$ cat src/rtl/counter_measure_pkg.sv
// constants and types for the counter measurement channel
package counter_measure_pkg;
	// ==========================================
	// clock and tick sizes
	localparam int CLK_PERIOD_PS = 50000;
	localparam int CLK_PERIOD_NS = 50;
	localparam int TICK0_PS = 20830;
	localparam int TICK1_PS = 208300;
	localparam int TICK2_PS = 2083300;
	localparam int TICK3_PS = 20833300;
	localparam int TICK0_CYC = (TICK0_PS + CLK_PERIOD_PS - 1) / CLK_PERIOD_PS;
	localparam int TICK1_CYC = (TICK1_PS + CLK_PERIOD_PS - 1) / CLK_PERIOD_PS;
	localparam int TICK2_CYC = (TICK2_PS + CLK_PERIOD_PS - 1) / CLK_PERIOD_PS;
	localparam int TICK3_CYC = (TICK3_PS + CLK_PERIOD_PS - 1) / CLK_PERIOD_PS;
	localparam int TICK_W = 9;
	// ==========================================
	// period multipliers
	localparam logic [1:0] period_mult_one = 2'h0;
	localparam logic [1:0] period_mult_ten = 2'h1;
	localparam logic [1:0] period_mult_hundred = 2'h2;
	localparam logic [1:0] period_mult_thousand = 2'h3;
	localparam int PER_W = 10;
	// ==========================================
	// debounce times, shortest first
	localparam int DEB_W = 20;
	typedef logic [DEB_W-1:0] deb_tab_t [16];
	localparam int DEB_NS [16] = '{500, 1000, 2000, 5000, 10000, 20000, 50000, 100000,
		200000, 500000, 1000000, 2000000, 5000000, 10000000, 20000000, 25500000};
	// ==========================================
	// modes and states
	typedef enum logic [1:0] {MODE_PERIOD = 2'b00, MODE_PULSE = 2'b01,
		MODE_TIMING = 2'b10, MODE_OFF = 2'b11} mode_e;
	typedef enum logic {ST_IDLE = 1'b0, ST_RUN = 1'b1} meas_e;
	localparam logic [31:0] RESULT_RST = 32'h0;

	// cycle counts of the debounce times, least time rounded up
	function automatic deb_tab_t deb_cycles();
		deb_tab_t t;
		for (int i = 0; i < 16; i++)
		begin
			t[i] = DEB_W'((DEB_NS[i] + CLK_PERIOD_NS - 1) / CLK_PERIOD_NS);
		end
		return t;
	endfunction
endpackage

$ cat src/rtl/counter_measure_debounce.sv
// one counter channel: debounce front end and period, pulse and timing measurement
`timescale 1ns/1ps
module counter_measure_debounce
	import counter_measure_pkg::*;
#(
	parameter int CNT_W = 32,
	parameter deb_tab_t DEB_CYC = deb_cycles()
)
(
	// clock and reset
	input wire logic CLOCK,
	input wire logic RST_B,
	// channel pins
	input wire logic MEASURED_INPUT,
	input wire logic GATE_INPUT,
	// measurement setup
	input wire logic [1:0] MODE,
	input wire logic [1:0] PERIOD_MULT,
	input wire logic [1:0] TICK_SEL,
	input wire logic GATE_EN,
	input wire logic GATE_FALL,
	// debounce setup
	input wire logic INVERT,
	input wire logic DEB_BYPASS,
	input wire logic DEB_BEFORE,
	input wire logic [3:0] DEB_TIME,
	// results
	output logic [CNT_W-1:0] RESULT,
	output logic RESULT_STROBE,
	output logic FILTERED_INPUT
);

	// last tick-prescaler count for a tick selection
	function automatic logic [TICK_W-1:0] tick_last(input logic [1:0] sel);
		unique case (sel)
			2'h0: return TICK_W'(TICK0_CYC - 1);
			2'h1: return TICK_W'(TICK1_CYC - 1);
			2'h2: return TICK_W'(TICK2_CYC - 1);
			2'h3: return TICK_W'(TICK3_CYC - 1);
		endcase
	endfunction

	// last period index for a multiplier
	function automatic logic [PER_W-1:0] mult_last(input logic [1:0] sel);
		unique case (sel)
			period_mult_one: return PER_W'(0);
			period_mult_ten: return PER_W'(9);
			period_mult_hundred: return PER_W'(99);
			period_mult_thousand: return PER_W'(999);
		endcase
	endfunction

	// ==========================================
	// debounce front end
	logic inv;
	logic prev_in_q, prev_in_d;
	logic [DEB_W-1:0] stab_q, stab_d;
	logic filt_q, filt_d;
	logic [DEB_W-1:0] lim;
	logic quiet;

	assign inv = MEASURED_INPUT ^ INVERT;
	assign lim = DEB_CYC[DEB_TIME];
	assign quiet = stab_q >= lim - DEB_W'(1);

	// stability counter and filter output
	always_comb
	begin
		prev_in_d = inv;
		stab_d = stab_q;
		filt_d = filt_q;
		if (inv != prev_in_q)
			stab_d = '0;
		else if (stab_q != '1)
			stab_d = stab_q + DEB_W'(1);
		if (DEB_BYPASS)
			filt_d = inv;
		else if (DEB_BEFORE)
		begin
			if (inv != filt_q && quiet)
				filt_d = inv;
		end
		else if (inv == prev_in_q && inv != filt_q && quiet)
			filt_d = inv;
	end

	always_ff @(posedge CLOCK or negedge RST_B)
	begin
		if (!RST_B)
		begin
			prev_in_q <= 1'b0;
			stab_q <= '0;
			filt_q <= 1'b0;
		end
		else
		begin
			prev_in_q <= prev_in_d;
			stab_q <= stab_d;
			filt_q <= filt_d;
		end
	end

	// ==========================================
	// edges and tick
	logic fprev_q, gprev_q;
	logic [TICK_W-1:0] tick_q, tick_d;
	logic fr, ff, gate_e, tick_p;

	assign fr = filt_q && !fprev_q;
	assign ff = !filt_q && fprev_q;
	assign gate_e = GATE_FALL ? (gprev_q && !GATE_INPUT) : (!gprev_q && GATE_INPUT);
	assign tick_p = tick_q >= tick_last(TICK_SEL);

	// ==========================================
	// measurement state
	mode_e mode_q, mode_d;
	meas_e state_q, state_d;
	logic [CNT_W-1:0] cnt_q, cnt_d, result_q, result_d;
	logic [PER_W-1:0] per_q, per_d;
	logic strobe_d, strobe_q;
	logic cfg_chg, cnt_clr, cnt_en;

	assign cfg_chg = mode_e'(MODE) != mode_q;
	assign cnt_en = state_q == ST_RUN && tick_p
		&& (mode_q == MODE_TIMING || !GATE_EN || GATE_INPUT);

	// sequencing of clears and latches per mode
	always_comb
	begin
		mode_d = mode_e'(MODE);
		state_d = state_q;
		per_d = per_q;
		result_d = result_q;
		strobe_d = 1'b0;
		cnt_clr = 1'b0;
		if (cfg_chg)
		begin
			state_d = ST_IDLE;
			result_d = CNT_W'(RESULT_RST);
			cnt_clr = 1'b1;
		end
		else
		begin
			unique case (mode_q)
				MODE_PERIOD:
				begin
					if (fr && state_q == ST_IDLE)
					begin
						state_d = ST_RUN;
						per_d = '0;
						cnt_clr = 1'b1;
					end
					else if (fr && per_q == mult_last(PERIOD_MULT))
					begin
						result_d = cnt_q;
						strobe_d = 1'b1;
						per_d = '0;
						cnt_clr = 1'b1;
					end
					else if (fr)
						per_d = per_q + PER_W'(1);
				end
				MODE_PULSE:
				begin
					if (state_q == ST_IDLE && fr)
					begin
						state_d = ST_RUN;
						cnt_clr = 1'b1;
					end
					else if (state_q == ST_RUN && ff)
					begin
						result_d = cnt_q;
						strobe_d = 1'b1;
						state_d = ST_IDLE;
						cnt_clr = 1'b1;
					end
				end
				MODE_TIMING:
				begin
					if (fr)
					begin
						state_d = ST_RUN;
						cnt_clr = 1'b1;
					end
					else if (state_q == ST_RUN && gate_e)
					begin
						result_d = cnt_q;
						strobe_d = 1'b1;
						state_d = ST_IDLE;
						cnt_clr = 1'b1;
					end
				end
				MODE_OFF:
					state_d = ST_IDLE;
			endcase
		end
		cnt_d = cnt_clr ? '0 : (cnt_en ? cnt_q + CNT_W'(1) : cnt_q);
		tick_d = (cnt_clr || tick_p) ? '0 : tick_q + TICK_W'(1);
	end

	always_ff @(posedge CLOCK or negedge RST_B)
	begin
		if (!RST_B)
		begin
			fprev_q <= 1'b0;
			gprev_q <= 1'b0;
			tick_q <= '0;
			mode_q <= MODE_PERIOD;
			state_q <= ST_IDLE;
			cnt_q <= '0;
			per_q <= '0;
			result_q <= CNT_W'(RESULT_RST);
			strobe_q <= 1'b0;
		end
		else
		begin
			fprev_q <= filt_q;
			gprev_q <= GATE_INPUT;
			tick_q <= tick_d;
			mode_q <= mode_d;
			state_q <= state_d;
			cnt_q <= cnt_d;
			per_q <= per_d;
			result_q <= result_d;
			strobe_q <= strobe_d;
		end
	end

	// outputs straight from flops
	assign RESULT = result_q;
	assign RESULT_STROBE = strobe_q;
	assign FILTERED_INPUT = filt_q;
endmodule

$ cat config.mk
export PLATFORM = sky130hd
export DESIGN_NAME = counter_measure_debounce
export DESIGN_NICKNAME = d
export VERILOG_FILES = /design/src/rtl/counter_measure_pkg.sv /design/src/rtl/counter_measure_debounce.sv
export SDC_FILE = /design/constraint.sdc
export NUM_CORES = 1
export LEC_CHECK = 0
export BUFFER_PORTS_ARGS = -buffer_cell sky130_fd_sc_hd__buf_2
export CORE_ASPECT_RATIO = 1.25
export CORE_MARGIN = 4
export CORE_UTILIZATION = 35
export DETAILED_ROUTE_END_ITERATION = 6
export SLEW_MARGIN = 20
export SYNTH_ARGS = -nofsm -noshare
export SYNTH_HDL_FRONTEND = slang
export SYNTH_SLANG_ARGS = --single-unit
export TNS_END_PERCENT = 50
$ cat constraint.sdc
create_clock -name CLOCK -period 2.7 [get_ports CLOCK]
set_input_delay 0.27 -clock CLOCK [delete_from_list [all_inputs] [get_ports CLOCK]]
set_output_delay 0.27 -clock CLOCK [all_outputs]
set_load 0.02 [all_outputs]
; ---- Yosys cells after proc, flatten, opt, wreduce, memory -nomap -nowiden
; Memories as Yosys holds them, arrays and structs flattened.
; Index checks and enable logic that the tools add are counted.
[word_totals]
regBits = 111
rom_bits = 320
inputBits = 19
output_inout_bits = 34
elab_cells = 131
mem_count = 1
[memory_table]
columns = name, words, word_bits, rd, rd_clocked_by_memory_dff, write_ports, line_no
row1 = (name not given), 16, 20, 1, 0, 0, counter_measure_debounce.sv:63  ; assign lim = DEB_CYC[DEB_TIME];
[classes]
n_addsub = 5
order_cmp = 3
eq_ne = 25
n_mux = 48
bitwise = 4
reduce_logical = 33
[op_table]
columns = op, count
row1 = $mux 32, 9
row2 = $pmux 32 s3, 1
row3 = $mux 20, 4
row4 = $mux 10, 6
row5 = $pmux 10 s4, 1
row6 = $pmux 9 s4, 1
row7 = $add 32x1->32 const B, 1
row8 = $mux 1, 22
row9 = $add 20x1->20 const B, 1
row10 = $ge 20x20->1, 1
row11 = $ne 20x20->1 const B, 1
row12 = $sub 20x1->20 const B, 1
row13 = $ne 3x3->1 const B, 6
row14 = $logic_and 1x1->1, 13
row15 = $eq 2x2->1 const B, 6
row16 = $add 10x1->10 const B, 1
row17 = $eq 10x10->1, 1
row18 = $add 9x1->9 const B, 1
row19 = $ge 9x9->1, 1
row20 = $mux 9, 1
row21 = $reduce_and 7->1, 1
row22 = $eq 2x1->1 const B, 3
row23 = $logic_not 2->1, 3
row24 = $ne 3x2->1 const B, 2
row25 = other kinds (18), 30

; ---- Depth between registers and ports, before layout
; Gate-level depths: netlist of the first run.
[logic_depth]
depth_word = 14
depth_mapped = 17
mapped_depth_nobuf = 15

; ---- Worst setup path after synthesis of the first run
; OpenSTA, ideal clock, no wires.
[synth_path]
kind = input port to flip-flop
from = input DEB_TIME[3]
to = register filt_q (netlist: FILTERED_INPUT)
setup_ns = 0.065
arrival_ns = 3.359
t_required_ns = 2.635
slack_ns = -0.724
cell_stages = 17
cell_sequence = buf_2 -> buf_2 -> clkbuf_1 -> nor2_1 -> nand2_1 -> ha_1 -> nor3b_1 -> o211ai_1 -> or3b_1 -> o21a_1 -> ha_1 -> a211oi_1 -> o21ai_1 -> o21bai_1 -> a21oi_1 -> o21ai_0 -> o211a_1
[synth_via]
elab_chain_cells = 9
word_cells_on_any_way = 11
[synth_rtl]
columns = element, line_no
row1 = from (decl), counter_measure_debounce.sv:26  ; input wire logic [3:0] DEB_TIME,
row2 = $not 4->5 (implied by the code) *, counter_measure_debounce.sv:63
row3 = $mem_v2 16x20 *, --
row4 = $mux 20 (implied by the code) * (2 in a row), counter_measure_debounce.sv:63
row5 = $sub 20x1->20 *, counter_measure_debounce.sv:64  ; assign quiet = stab_q >= lim - DEB_W'(1);
row6 = $ge 20x20->1 *, counter_measure_debounce.sv:64
row7 = "$logic_and 1x1->1, on equally long branches", "counter_measure_debounce.sv:80, counter_measure_debounce.sv:83"
row8 = $ne 3x2->1 (no source line) / $reduce_bool 3->1 (equally long branches), --
row9 = $reduce_and 2->1 (no source line) *, --
row10 = to (signal assigned), counter_measure_debounce.sv:99  ; filt_q <= filt_d;
row11 = to (decl), counter_measure_debounce.sv:58  ; logic filt_q, filt_d;
; Every way passes the cells marked *; elsewhere a longest branch is shown, timed or not. The select of a mux whose other input is x is not followed.
; A chain may end at the register's enable or synchronous reset.

; ---- Worst setup path after layout of the first run
[layout_path]
from = input DEB_TIME[0]
to = register filt_q (netlist: FILTERED_INPUT)
; The elaborated chain is that of the path after synthesis.

==> metrics.csv, run 1 <==
metric;value;unit
failing checks;negative setup slack;
prevailing post-synth register cell;dfrtp_1;
first-pass GRT wire length;23500;µm
Max Slew Vio Count;0;
# fillers;1752;
core area;18200;µm²
hpwl dp;10400;µm
gr usage total;0.134;
Final Hold Fails;0;
Multi-input gate area;3730;µm²
starting density of the core;0.360;
layout cells sized above 1;0.227;
critical path required time;2.94;ns
pre-CTS WS;-0.691;ns
# diodes;0;
final cell count without fillers;995;
status;complete, but fails checks;
die width;130;µm
routed vias/inst;5.17;
Post-Syn Instances;666;
row cnt;55;
WL/cell;14.3;µm
top layer reached by signal wires;met4;
# Max-Cap Violations;0;
Fmax;348;MHz
M1 WL;6550;µm
crit path DAT;3.12;ns
Final Net Count;819;
Unique masters post-synth;67;
clock sinks;111;
routed wire length;14200;µm
initial antenna violation count;0;
Iter 0 DRT Violations;354;
WL met3;398;µm
Root Buffer;clkbuf_16;
Clock Latency Late Sink;0.35;ns
RSZ-0062 raised after global routing;yes;
endpoint type of the worst setup path;flip-flop;
H-Tree Depth;3;
synthesized cell area;6560;µm²
Period minus WS final;2.88;ns
worst hold path type;in -> reg;
final worst-path cycle share;1.06;
Worst Skew;0.00870;ns
static leakage;3.68;nW
cts bufs inserted;9;
total gr overflow;0;
PD cells;456;nW/µm²
total number of vias;5140;
Critical Path Fanout Max;5;
Worst setup SP type;input port;
Reg area;2780;µm²
Syn Nets;723;
WS Path Type;in -> reg;
vias in the first global route;4867;
chip height;161;µm
detailed-router iteration count before antenna repair;4;
Syn-to-layout area delta;21.5;%
async set or reset register ratio after synthesis;1.00;
final instance area;7970;µm²
Tightest Pin Transition;0.680;ns
Post-DP Area;7490;µm²
DIE AREA;21000;µm²
Placer Congestion;0.852;
remaining antenna violation count;0;
number of port buffers;52;
sequential fraction of the synthesis area;0.423;
Residual DRC;0;
Synthesis Warnings;0;
clock tree buffer depth;2;
Synth Register Bits;111;
Worst slew margin;0.541;
Peak supply drop;0.262;mV
Post-synth EDFFs;0;
post-route setup TNS;-0.175;ns
final worst setup slack;-0.175;ns
WL met2;7070;µm
Mean Syn Cell Area;9.86;µm²
Ports;53;
Worst-path clk slew;0.08;ns
final number of setup-violating endpoints;1;
CTS tree;done;
pin count of the biggest net entering global routing;51;
DP Cell Count;975;
synthesized netlist by cell type, types with 7 or more instances:
cell | instances | area, µm²
nor2_1 | 83 | 312
nand3_1 | 34 | 170
and2_1 | 8 | 50.1
inv_1 | 13 | 48.8
and4_1 | 8 | 70.1
nand4_1 | 23 | 144
dfrtp_1 | 111 | 2780
nor3_1 | 18 | 90.1
o21ai_0 | 17 | 85.1
o21a_1 | 7 | 52.6
xor2_1 | 59 | 517
nand2_1 | 41 | 154
mux2i_1 | 9 | 90.1
clkbuf_1 | 8 | 30.0
and3_1 | 12 | 75.1
buf_6 | 7 | 78.8
ha_1 | 38 | 475
buf_2 | 9 | 45.0
a21oi_1 | 18 | 90.1
a22o_1 | 33 | 289
xnor2_1 | 19 | 166
through the flow:
step / hold WS (ns) / utilization / power (mW)
global route: 0.0665 / 0.437 / 3.81
detailed placement: 0.219 / 0.411 / 2.33
floorplan: -0.0256 / - / 2.11
CTS: 0.0625 / 0.431 / 3.66
finish: 0.0696 / 0.437 / 3.63
global placement: 0.217 / 0.411 / 2.32
power by group:
part / total, mW / internal, mW / leakage (nW) / switching [mW]
registers: 1.74 / 1.70 / 1.53 / 0.0469
logic: 0.582 / 0.259 / 2.00 / 0.323
clock network: 1.31 / 0.651 / 0.145 / 0.659
total: 3.63 / 2.60 / 3.68 / 1.03
worst paths after layout:
kind	cells past startpoint	end	slack, ns	from
min in group asynchronous	2	RESULT[5]	0.37	RST_B
worst max register to register	8	cnt_q[7]	0.31	tick_q[2]
worst max-delay path	16	FILTERED_INPUT	-0.18	DEB_TIME[0]
max in group asynchronous	3	stab_q[14]	1.54	RST_B
worst min register to register	1	RESULT[20]	0.50	RESULT[20]
worst min-delay path	1	mode_q[0]	0.07	MODE[0]
what timing repair did:
| action | 4_1_cts | 5_1_grt |
|---|---|---|
| hold buffers | 1 | 0 |
| pin swaps | 12 | 14 |
| endpoints found under the setup margin | 1 | 1 |
| resized for setup | 15 | 23 |
| gates cloned | 0 | 0 |
| endpoints found under the hold margin | 26 | 0 |
| buffers inserted | 1 | 2 |
cell families (layout without fill, tap and decap cells):
group / after synthesis / after routing / share of synthesized area
and+or+nand+nor: 271 / 271 / 0.213
AOI/OAI and AO/OA: 117 / 117 / 0.137
DFF: 111 / 111 / 0.423
xor gates and xnor gates: 78 / 78 / 0.104
buffers and inverters: 42 / 143 / 0.0366
adders and majority gates: 38 / 38 / 0.0724
muxes: 9 / 9 / 0.0137
layout by cell type, fill, tap and decap left out, types with 3 or more instances in the layout:
master | synthesis | layout
and4_1 | 8 | 8
nor3_2 | 2 | 6
nor2b_1 | 6 | 5
buf_2 | 9 | 48
and2_1 | 8 | 8
a21oi_1 | 18 | 17
dfrtp_1 | 111 | 111
ha_4 | 0 | 3
ha_1 | 38 | 33
clkbuf_16 | 0 | 9
and3_1 | 12 | 12
o21a_1 | 7 | 7
o21ai_0 | 17 | 14
xnor2_1 | 19 | 19
nor2_1 | 83 | 81
nor3_1 | 18 | 13
or2_2 | 4 | 4
nand2b_1 | 6 | 6
nand4_1 | 23 | 23
o211ai_1 | 3 | 3
nor2_2 | 1 | 3
inv_6 | 0 | 3
inv_8 | 0 | 4
inv_1 | 13 | 11
xor2_1 | 59 | 59
nor4_2 | 2 | 4
nand3_1 | 34 | 33
mux2i_1 | 9 | 9
nor3b_1 | 4 | 3
nand2_1 | 41 | 41
a22o_1 | 33 | 33
buf_4 | 5 | 57
nand3b_1 | 3 | 3
buf_12 | 0 | 7
routing by layer:
layer | up-vias | track usage
met5 | - | 0
met4 | 0 | 0.0355
met3 | 14 | 0.0192
met2 | 67 | 0.230
met1 | 2470 | 0.175
li1 | 2589 | -
area by class of cell:
class / count / area share
multi-input cells: 513 / 0.468
flip-flops and latches: 111 / 0.348
repair buffers: 114 / 0.104
well taps: 228 / 0.0358
clock buffers: 9 / 0.0282
inverters: 13 / 0.00800
clock inverters: 7 / 0.00785
registers in the layout (all words and copies together), names as in the netlist:
| name | flops |
|---|---|
| mode_q | 2 |
| fprev_q | 1 |
| cnt_q | 32 |
| state_q | 1 |
| prev_in_q | 1 |
| FILTERED_INPUT | 1 |
| RESULT | 32 |
| RESULT_STROBE | 1 |
| per_q | 10 |
| gprev_q | 1 |
| tick_q | 9 |
| stab_q | 20 |
critical path: stages:
cell       delay (ns)
buf_6            0.12
inv_8            0.06
ha_4             0.19
a21bo_4          0.22
o22a_1           0.21
a211oi_2         0.30
o211ai_1         0.20
buf_4            0.20
xnor2_1          0.12
ha_1             0.28
nand4_1          0.13
buf_4            0.18
o2bb2ai_2        0.16
a21oi_1          0.09
o32a_1           0.28
o211a_1          0.11
No activity file was read; power rests on OpenSTA's default activity.
==> inputs of run 2 (changes only) <==
Settings changed: GPL_ROUTABILITY_DRIVEN from default to 0, PLACE_DENSITY from default to 0.5.
==> run 2 against run 1 <==
The run ends with negative hold slack, negative setup slack left. Combinational power is 2% higher. Sequential share of layout area is 0.21 points higher. Cell area is 0.61% lower. Total power is 0.61% higher. Critical endpoint unchanged. Largest cell class unchanged.
==> metrics.csv, run 2 (synthesis results as in run 1) <==
metric;value;unit
starting density of the core;0.360;
row cnt;55;
reg-to-reg setup timing slack;0.29;ns
remaining antenna violation count;0;
Worst-path clk slew;0.07;ns
Worst slew margin;0.476;
DP Cell Count;976;
critical path required time;2.93;ns
Combinational Power Share;0.162;
r2r endpoint;cnt_q[11];
layout cells sized above 1;0.222;
WS Path Type;in -> reg;
CP Cell Sequence;buf_12, inv_8, ha_4, a21bo_4, o22a_1, a211oi_2, o211ai_1, a21oi_1, a21oi_1, ha_1, nand4_1, nor3_2, o2bb2ai_2, a21oi_2, o32a_1, o211a_1;
Crit path buffers/inverters;2;
chip height;161;µm
hpwl dp;10900;µm
switching share of power;0.268;
RSZ-0062 raised after global routing;yes;
Critical Path Fanout Max;5;
PD cells;461;nW/µm²
most frequent cells in the layout;111 x dfrtp_1, 82 x nor2_1, 61 x buf_4, 59 x xor2_1, 48 x buf_2;
status;complete, but fails checks;
WL met2;7630;µm
cts bufs inserted;9;
final number of setup-violating endpoints;1;
Final Hold Slack;-0.00470;ns
CP max-delay cell;ha_1;
Power, Total;3.66;mW
CTS tree;done;
post-route setup TNS;-0.258;ns
crit path DAT;3.19;ns
total number of vias;5159;
Multi-input gate area;3690;µm²
total gr overflow;0;
delay-heaviest family, CP;compound AO/OA/AOI/OAI gates;
clock tree buffer depth;2;
Worst setup SP type;input port;
Final Net Count;820;
Tightest Pin Transition;0.786;ns
# diodes;0;
initial antenna violation count;0;
Residual DRC;0;
vias in the first global route;5365;
post-layout util;0.435;
gr usage total;0.147;
Fmax;338;MHz
Max Slew Vio Count;0;
endpoint type of the worst setup path;flip-flop;
Clock Latency Late Sink;0.34;ns
Final Hold Fails;4;
first-pass GRT wire length;25700;µm
Net Switching;0.979;mW
clock power share;0.363;
worst r2r path cells;8;
pre-CTS WS;-0.779;ns
Crit Reg-Reg Startpoint;tick_q[2];
part of the power in registers;0.475;
Peak supply drop;0.278;mV
detailed-router iteration count before antenna repair;7;
Post-CTS Hold Buffers;0;
number of port buffers;52;
failing checks;negative hold slack, negative setup slack;
Root Buffer;clkbuf_16;
H-Tree Depth;3;
Iter 0 DRT Violations;224;
Worst Skew;0.00893;ns
commonest non-fill, non-tap cell in the layout;dfrtp_1;
Period minus WS final;2.96;ns
WL/cell;14.9;µm
Int Power;2.68;mW
Syn-to-layout area delta;20.7;%
# Max-Cap Violations;0;
M1 WL;6590;µm
DIE AREA;21000;µm²
final worst-path cycle share;1.10;
top layer reached by signal wires;met4;
final cell count without fillers;995;
worst hold path type;in -> async;
clock sinks;111;
static leakage;3.66;nW
pin count of the biggest net entering global routing;59;
routed vias/inst;5.18;
peak per-stage delay on the critical path;0.33;ns
# fillers;1755;
WL met3;361;µm
final worst setup slack;-0.258;ns
die width;130;µm
Reg area;2780;µm²
Crit path top cell by count;a21oi_1;
routed wire length;14800;µm
Ports;53;
core area;18200;µm²
-- run 2: cell count changes in the layout (fill, tap and decap cells not counted), sizes merged --
| cell | previous run | this run |
|---|---|---|
| dlygate4sd3 | 1 | 0 |
| inv | 18 | 15 |
| bufinv | 0 | 1 |
| buf | 113 | 115 |
| clkinvlp | 0 | 1 |
-- run 2: per-stage QoR --
step	cell area, µm²	hold WS (ns)
after floorplan	6630	-0.0256
after global placement	7470	0.394
after detailed placement	7470	0.402
after CTS	7890	0.0180
after global routing	7920	0.0315
final	7920	-0.00470
-- run 2: repair_timing --
action	CTS	global route
pin swaps	22	7
setup buffers	2	2
endpoints found under the hold margin	0	0
resized for setup	25	4
endpoints found under the setup margin	1	1
-- run 2: metal layers --
metal | global-route usage | up-vias
li1 | - | 2572
met1 | 0.183 | 2499
met2 | 0.255 | 66
met3 | 0.0208 | 22
met4 | 0.0519 | 0
met5 | 0 | -
-- run 2: layout make-up --
class	instances	area share
Clock inverter	6	0.00868
Timing Repair Buffer	115	0.103
Inverter	13	0.00774
Clock buffer	9	0.0284
Sequential cell	111	0.351
Tap cell	228	0.0360
Multi-Input combinational cell	513	0.466
-- run 2: power groups by stage --
stage,Clock [mW],Sequential (mW),Combinational (mW)
after floorplan,0,1.76,0.346
after global placement,0,1.77,0.554
after detailed placement,0,1.77,0.568
after CTS,1.38,1.74,0.590
after global routing,1.45,1.74,0.665
final,1.33,1.74,0.592
-- run 2: worst max path at each step --
| stage | startpoint | end | cells past startpoint |
|---|---|---|---|
| after detailed placement | DEB_TIME[1] | FILTERED_INPUT | 16 |
| final | DEB_TIME[0] | FILTERED_INPUT | 16 |
| after floorplan | DEB_TIME[1] | FILTERED_INPUT | 15 |
| after CTS | DEB_TIME[0] | FILTERED_INPUT | 16 |
| after global routing | DEB_TIME[1] | FILTERED_INPUT | 16 |
| after global placement | DEB_TIME[1] | FILTERED_INPUT | 16 |
-- run 2: worst reg2reg max path: stages (launching register included) --
cell and delay, ns:
dfrtp_1 0.43, ha_1 0.23, or4b_1 0.57, a2111oi_4 0.41, nor4_2 0.14, buf_4 0.20
nand4_1 0.11, xor2_1 0.15, nor2_1 0.05
==> inputs of run 3 (changes only) <==
Settings changed: CORE_MARGIN 4 to default.
==> run 3 against run 2 <==
The run still ends with negative hold slack, negative setup slack left. Wire length is 1.9% lower. Register-to-register slack worse by 0.04 ns. Total power grew 2.6%. Cell area grew 1.2%. Setup slack improved by 0.10 ns. Critical endpoint unchanged. Largest cell class unchanged. Highest routed layer unchanged.
==> metrics.csv, run 3 (synthesis results as in run 1) <==
metric;value;unit
status;complete, but fails checks;
failing checks;negative hold slack, negative setup slack;
CTS tree;done;
# fillers;1732;
Max Slew Vio Count;0;
chip height;155;µm
Clock Latency Late Sink;0.36;ns
final number of setup-violating endpoints;1;
number of port buffers;52;
crit path DAT;3.11;ns
WS Path Type;in -> reg;
Combinational Power Share;0.159;
PD cells;468;nW/µm²
worst hold path type;in -> async;
Iter 0 DRT Violations;282;
Worst-path clk slew;0.08;ns
Final Net Count;824;
Power, Total;3.75;mW
switching share of power;0.278;
pre-CTS WS;-0.727;ns
Post-DP Area;7520;µm²
Net Switching;1.04;mW
initial antenna violation count;0;
row cnt;55;
Period minus WS final;2.86;ns
commonest non-fill, non-tap cell in the layout;dfrtp_1;
# diodes;0;
routed vias/inst;5.22;
core area;18200;µm²
DIE AREA;19300;µm²
Worst Skew;0.0162;ns
Critical Path Fanout Max;5;
post-route setup TNS;-0.156;ns
die width;124;µm
Worst setup SP type;input port;
final worst setup slack;-0.156;ns
RSZ-0062 raised after global routing;yes;
Syn-to-layout area delta;22.1;%
# Max-Cap Violations;0;
Residual DRC;0;
detailed-router iteration count before antenna repair;5;
remaining antenna violation count;0;
Int Power;2.71;mW
total gr overflow;0;
clock sinks;111;
layout cells sized above 1;0.231;
Worst slew margin;0.463;
clock power share;0.377;
final instance area;8020;µm²
Tightest Pin Transition;0.805;ns
starting density of the core;0.360;
Final Hold Fails;9;
H-Tree Depth;3;
vias in the first global route;5205;
cts bufs inserted;9;
Ports;53;
clock tree buffer depth;2;
critical path required time;2.95;ns
hpwl dp;10800;µm
Root Buffer;clkbuf_16;
routed wire length;14600;µm
first-pass GRT wire length;24800;µm
WL/cell;14.6;µm
final worst-path cycle share;1.06;
static leakage;3.70;nW
total number of vias;5223;
part of the power in registers;0.464;
Peak supply drop;0.274;mV
gr usage total;0.156;
most frequent cells in the layout;111 x dfrtp_1, 83 x nor2_1, 65 x buf_4, 59 x xor2_1, 48 x buf_2;
Multi-input gate area;3720;µm²
Final Hold Slack;-0.0163;ns
Fmax;350;MHz
endpoint type of the worst setup path;flip-flop;
pin count of the biggest net entering global routing;62;
Reg area;2780;µm²
[run 3: per-layer routing]
layer | routed length, µm | vias to the layer above | track usage
li1 | - | 2599 | -
met5 | 0 | - | 0
met4 | 219 | 0 | 0.0493
met3 | 267 | 17 | 0.0248
met2 | 7450 | 71 | 0.282
met1 | 6640 | 2536 | 0.187
[run 3: power groups by stage]
stage	clock network [mW]	logic [mW]	registers (mW)
floorplan	0	0.346	1.76
global placement	0	0.555	1.77
detailed placement	0	0.571	1.77
CTS	1.47	0.594	1.74
global route	1.51	0.666	1.75
finish	1.41	0.596	1.74
[run 3: final timing paths]
path	start	endpoint	slack, ns	depth (start not counted)
worst max register to register	tick_q[0]	cnt_q[31]	0.25	9
max in group asynchronous	RST_B	mode_q[0]	2.01	2
worst min register to register	RESULT[11]	RESULT[11]	0.49	1
worst max-delay path	DEB_TIME[1]	FILTERED_INPUT	-0.16	16
min in group CLOCK	GATE_INPUT	gprev_q	0.04	1
worst min-delay path	RST_B	RESULT[5]	-0.02	1
[run 3: critical path, cell delays in order]
cell and delay, ns:
buf_12 0.11, inv_8 0.06, ha_4 0.20, a21bo_4 0.22, o22a_1 0.21, a211oi_2 0.22, o211ai_1 0.25, buf_4 0.21
xnor2_1 0.12, ha_1 0.28, nand4_1 0.14, nor3_2 0.20, o2bb2ai_4 0.16, a21oi_2 0.07, o32a_1 0.29, o211a_1 0.11
[run 3: cell type report]
class | count | area share
clock buffer | 9 | 0.0281
multi-input combinational | 513 | 0.465
sequential | 111 | 0.347
clock inverter | 7 | 0.0120
tap | 228 | 0.0356
timing repair buffer | 119 | 0.105
inverter | 13 | 0.00796
[run 3: per-stage QoR]
stage | util | instances
4_1_cts | 0.437 | 999
6_report | 0.440 | 1000
2_1_floorplan | - | 666
3_3_place_gp | 0.412 | 982
3_5_place_dp | 0.412 | 982
5_1_grt | 0.440 | 1000
[run 3: timing repair]
| item | 4_1_cts | 5_1_grt |
|---|---|---|
| setup buffers | 1 | 1 |
| endpoints found under the hold margin | 0 | 0 |
| pin swaps | 12 | 10 |
| resized for setup | 25 | 10 |
| endpoints found under the setup margin | 1 | 1 |
| hold buffers | 0 | 0 |
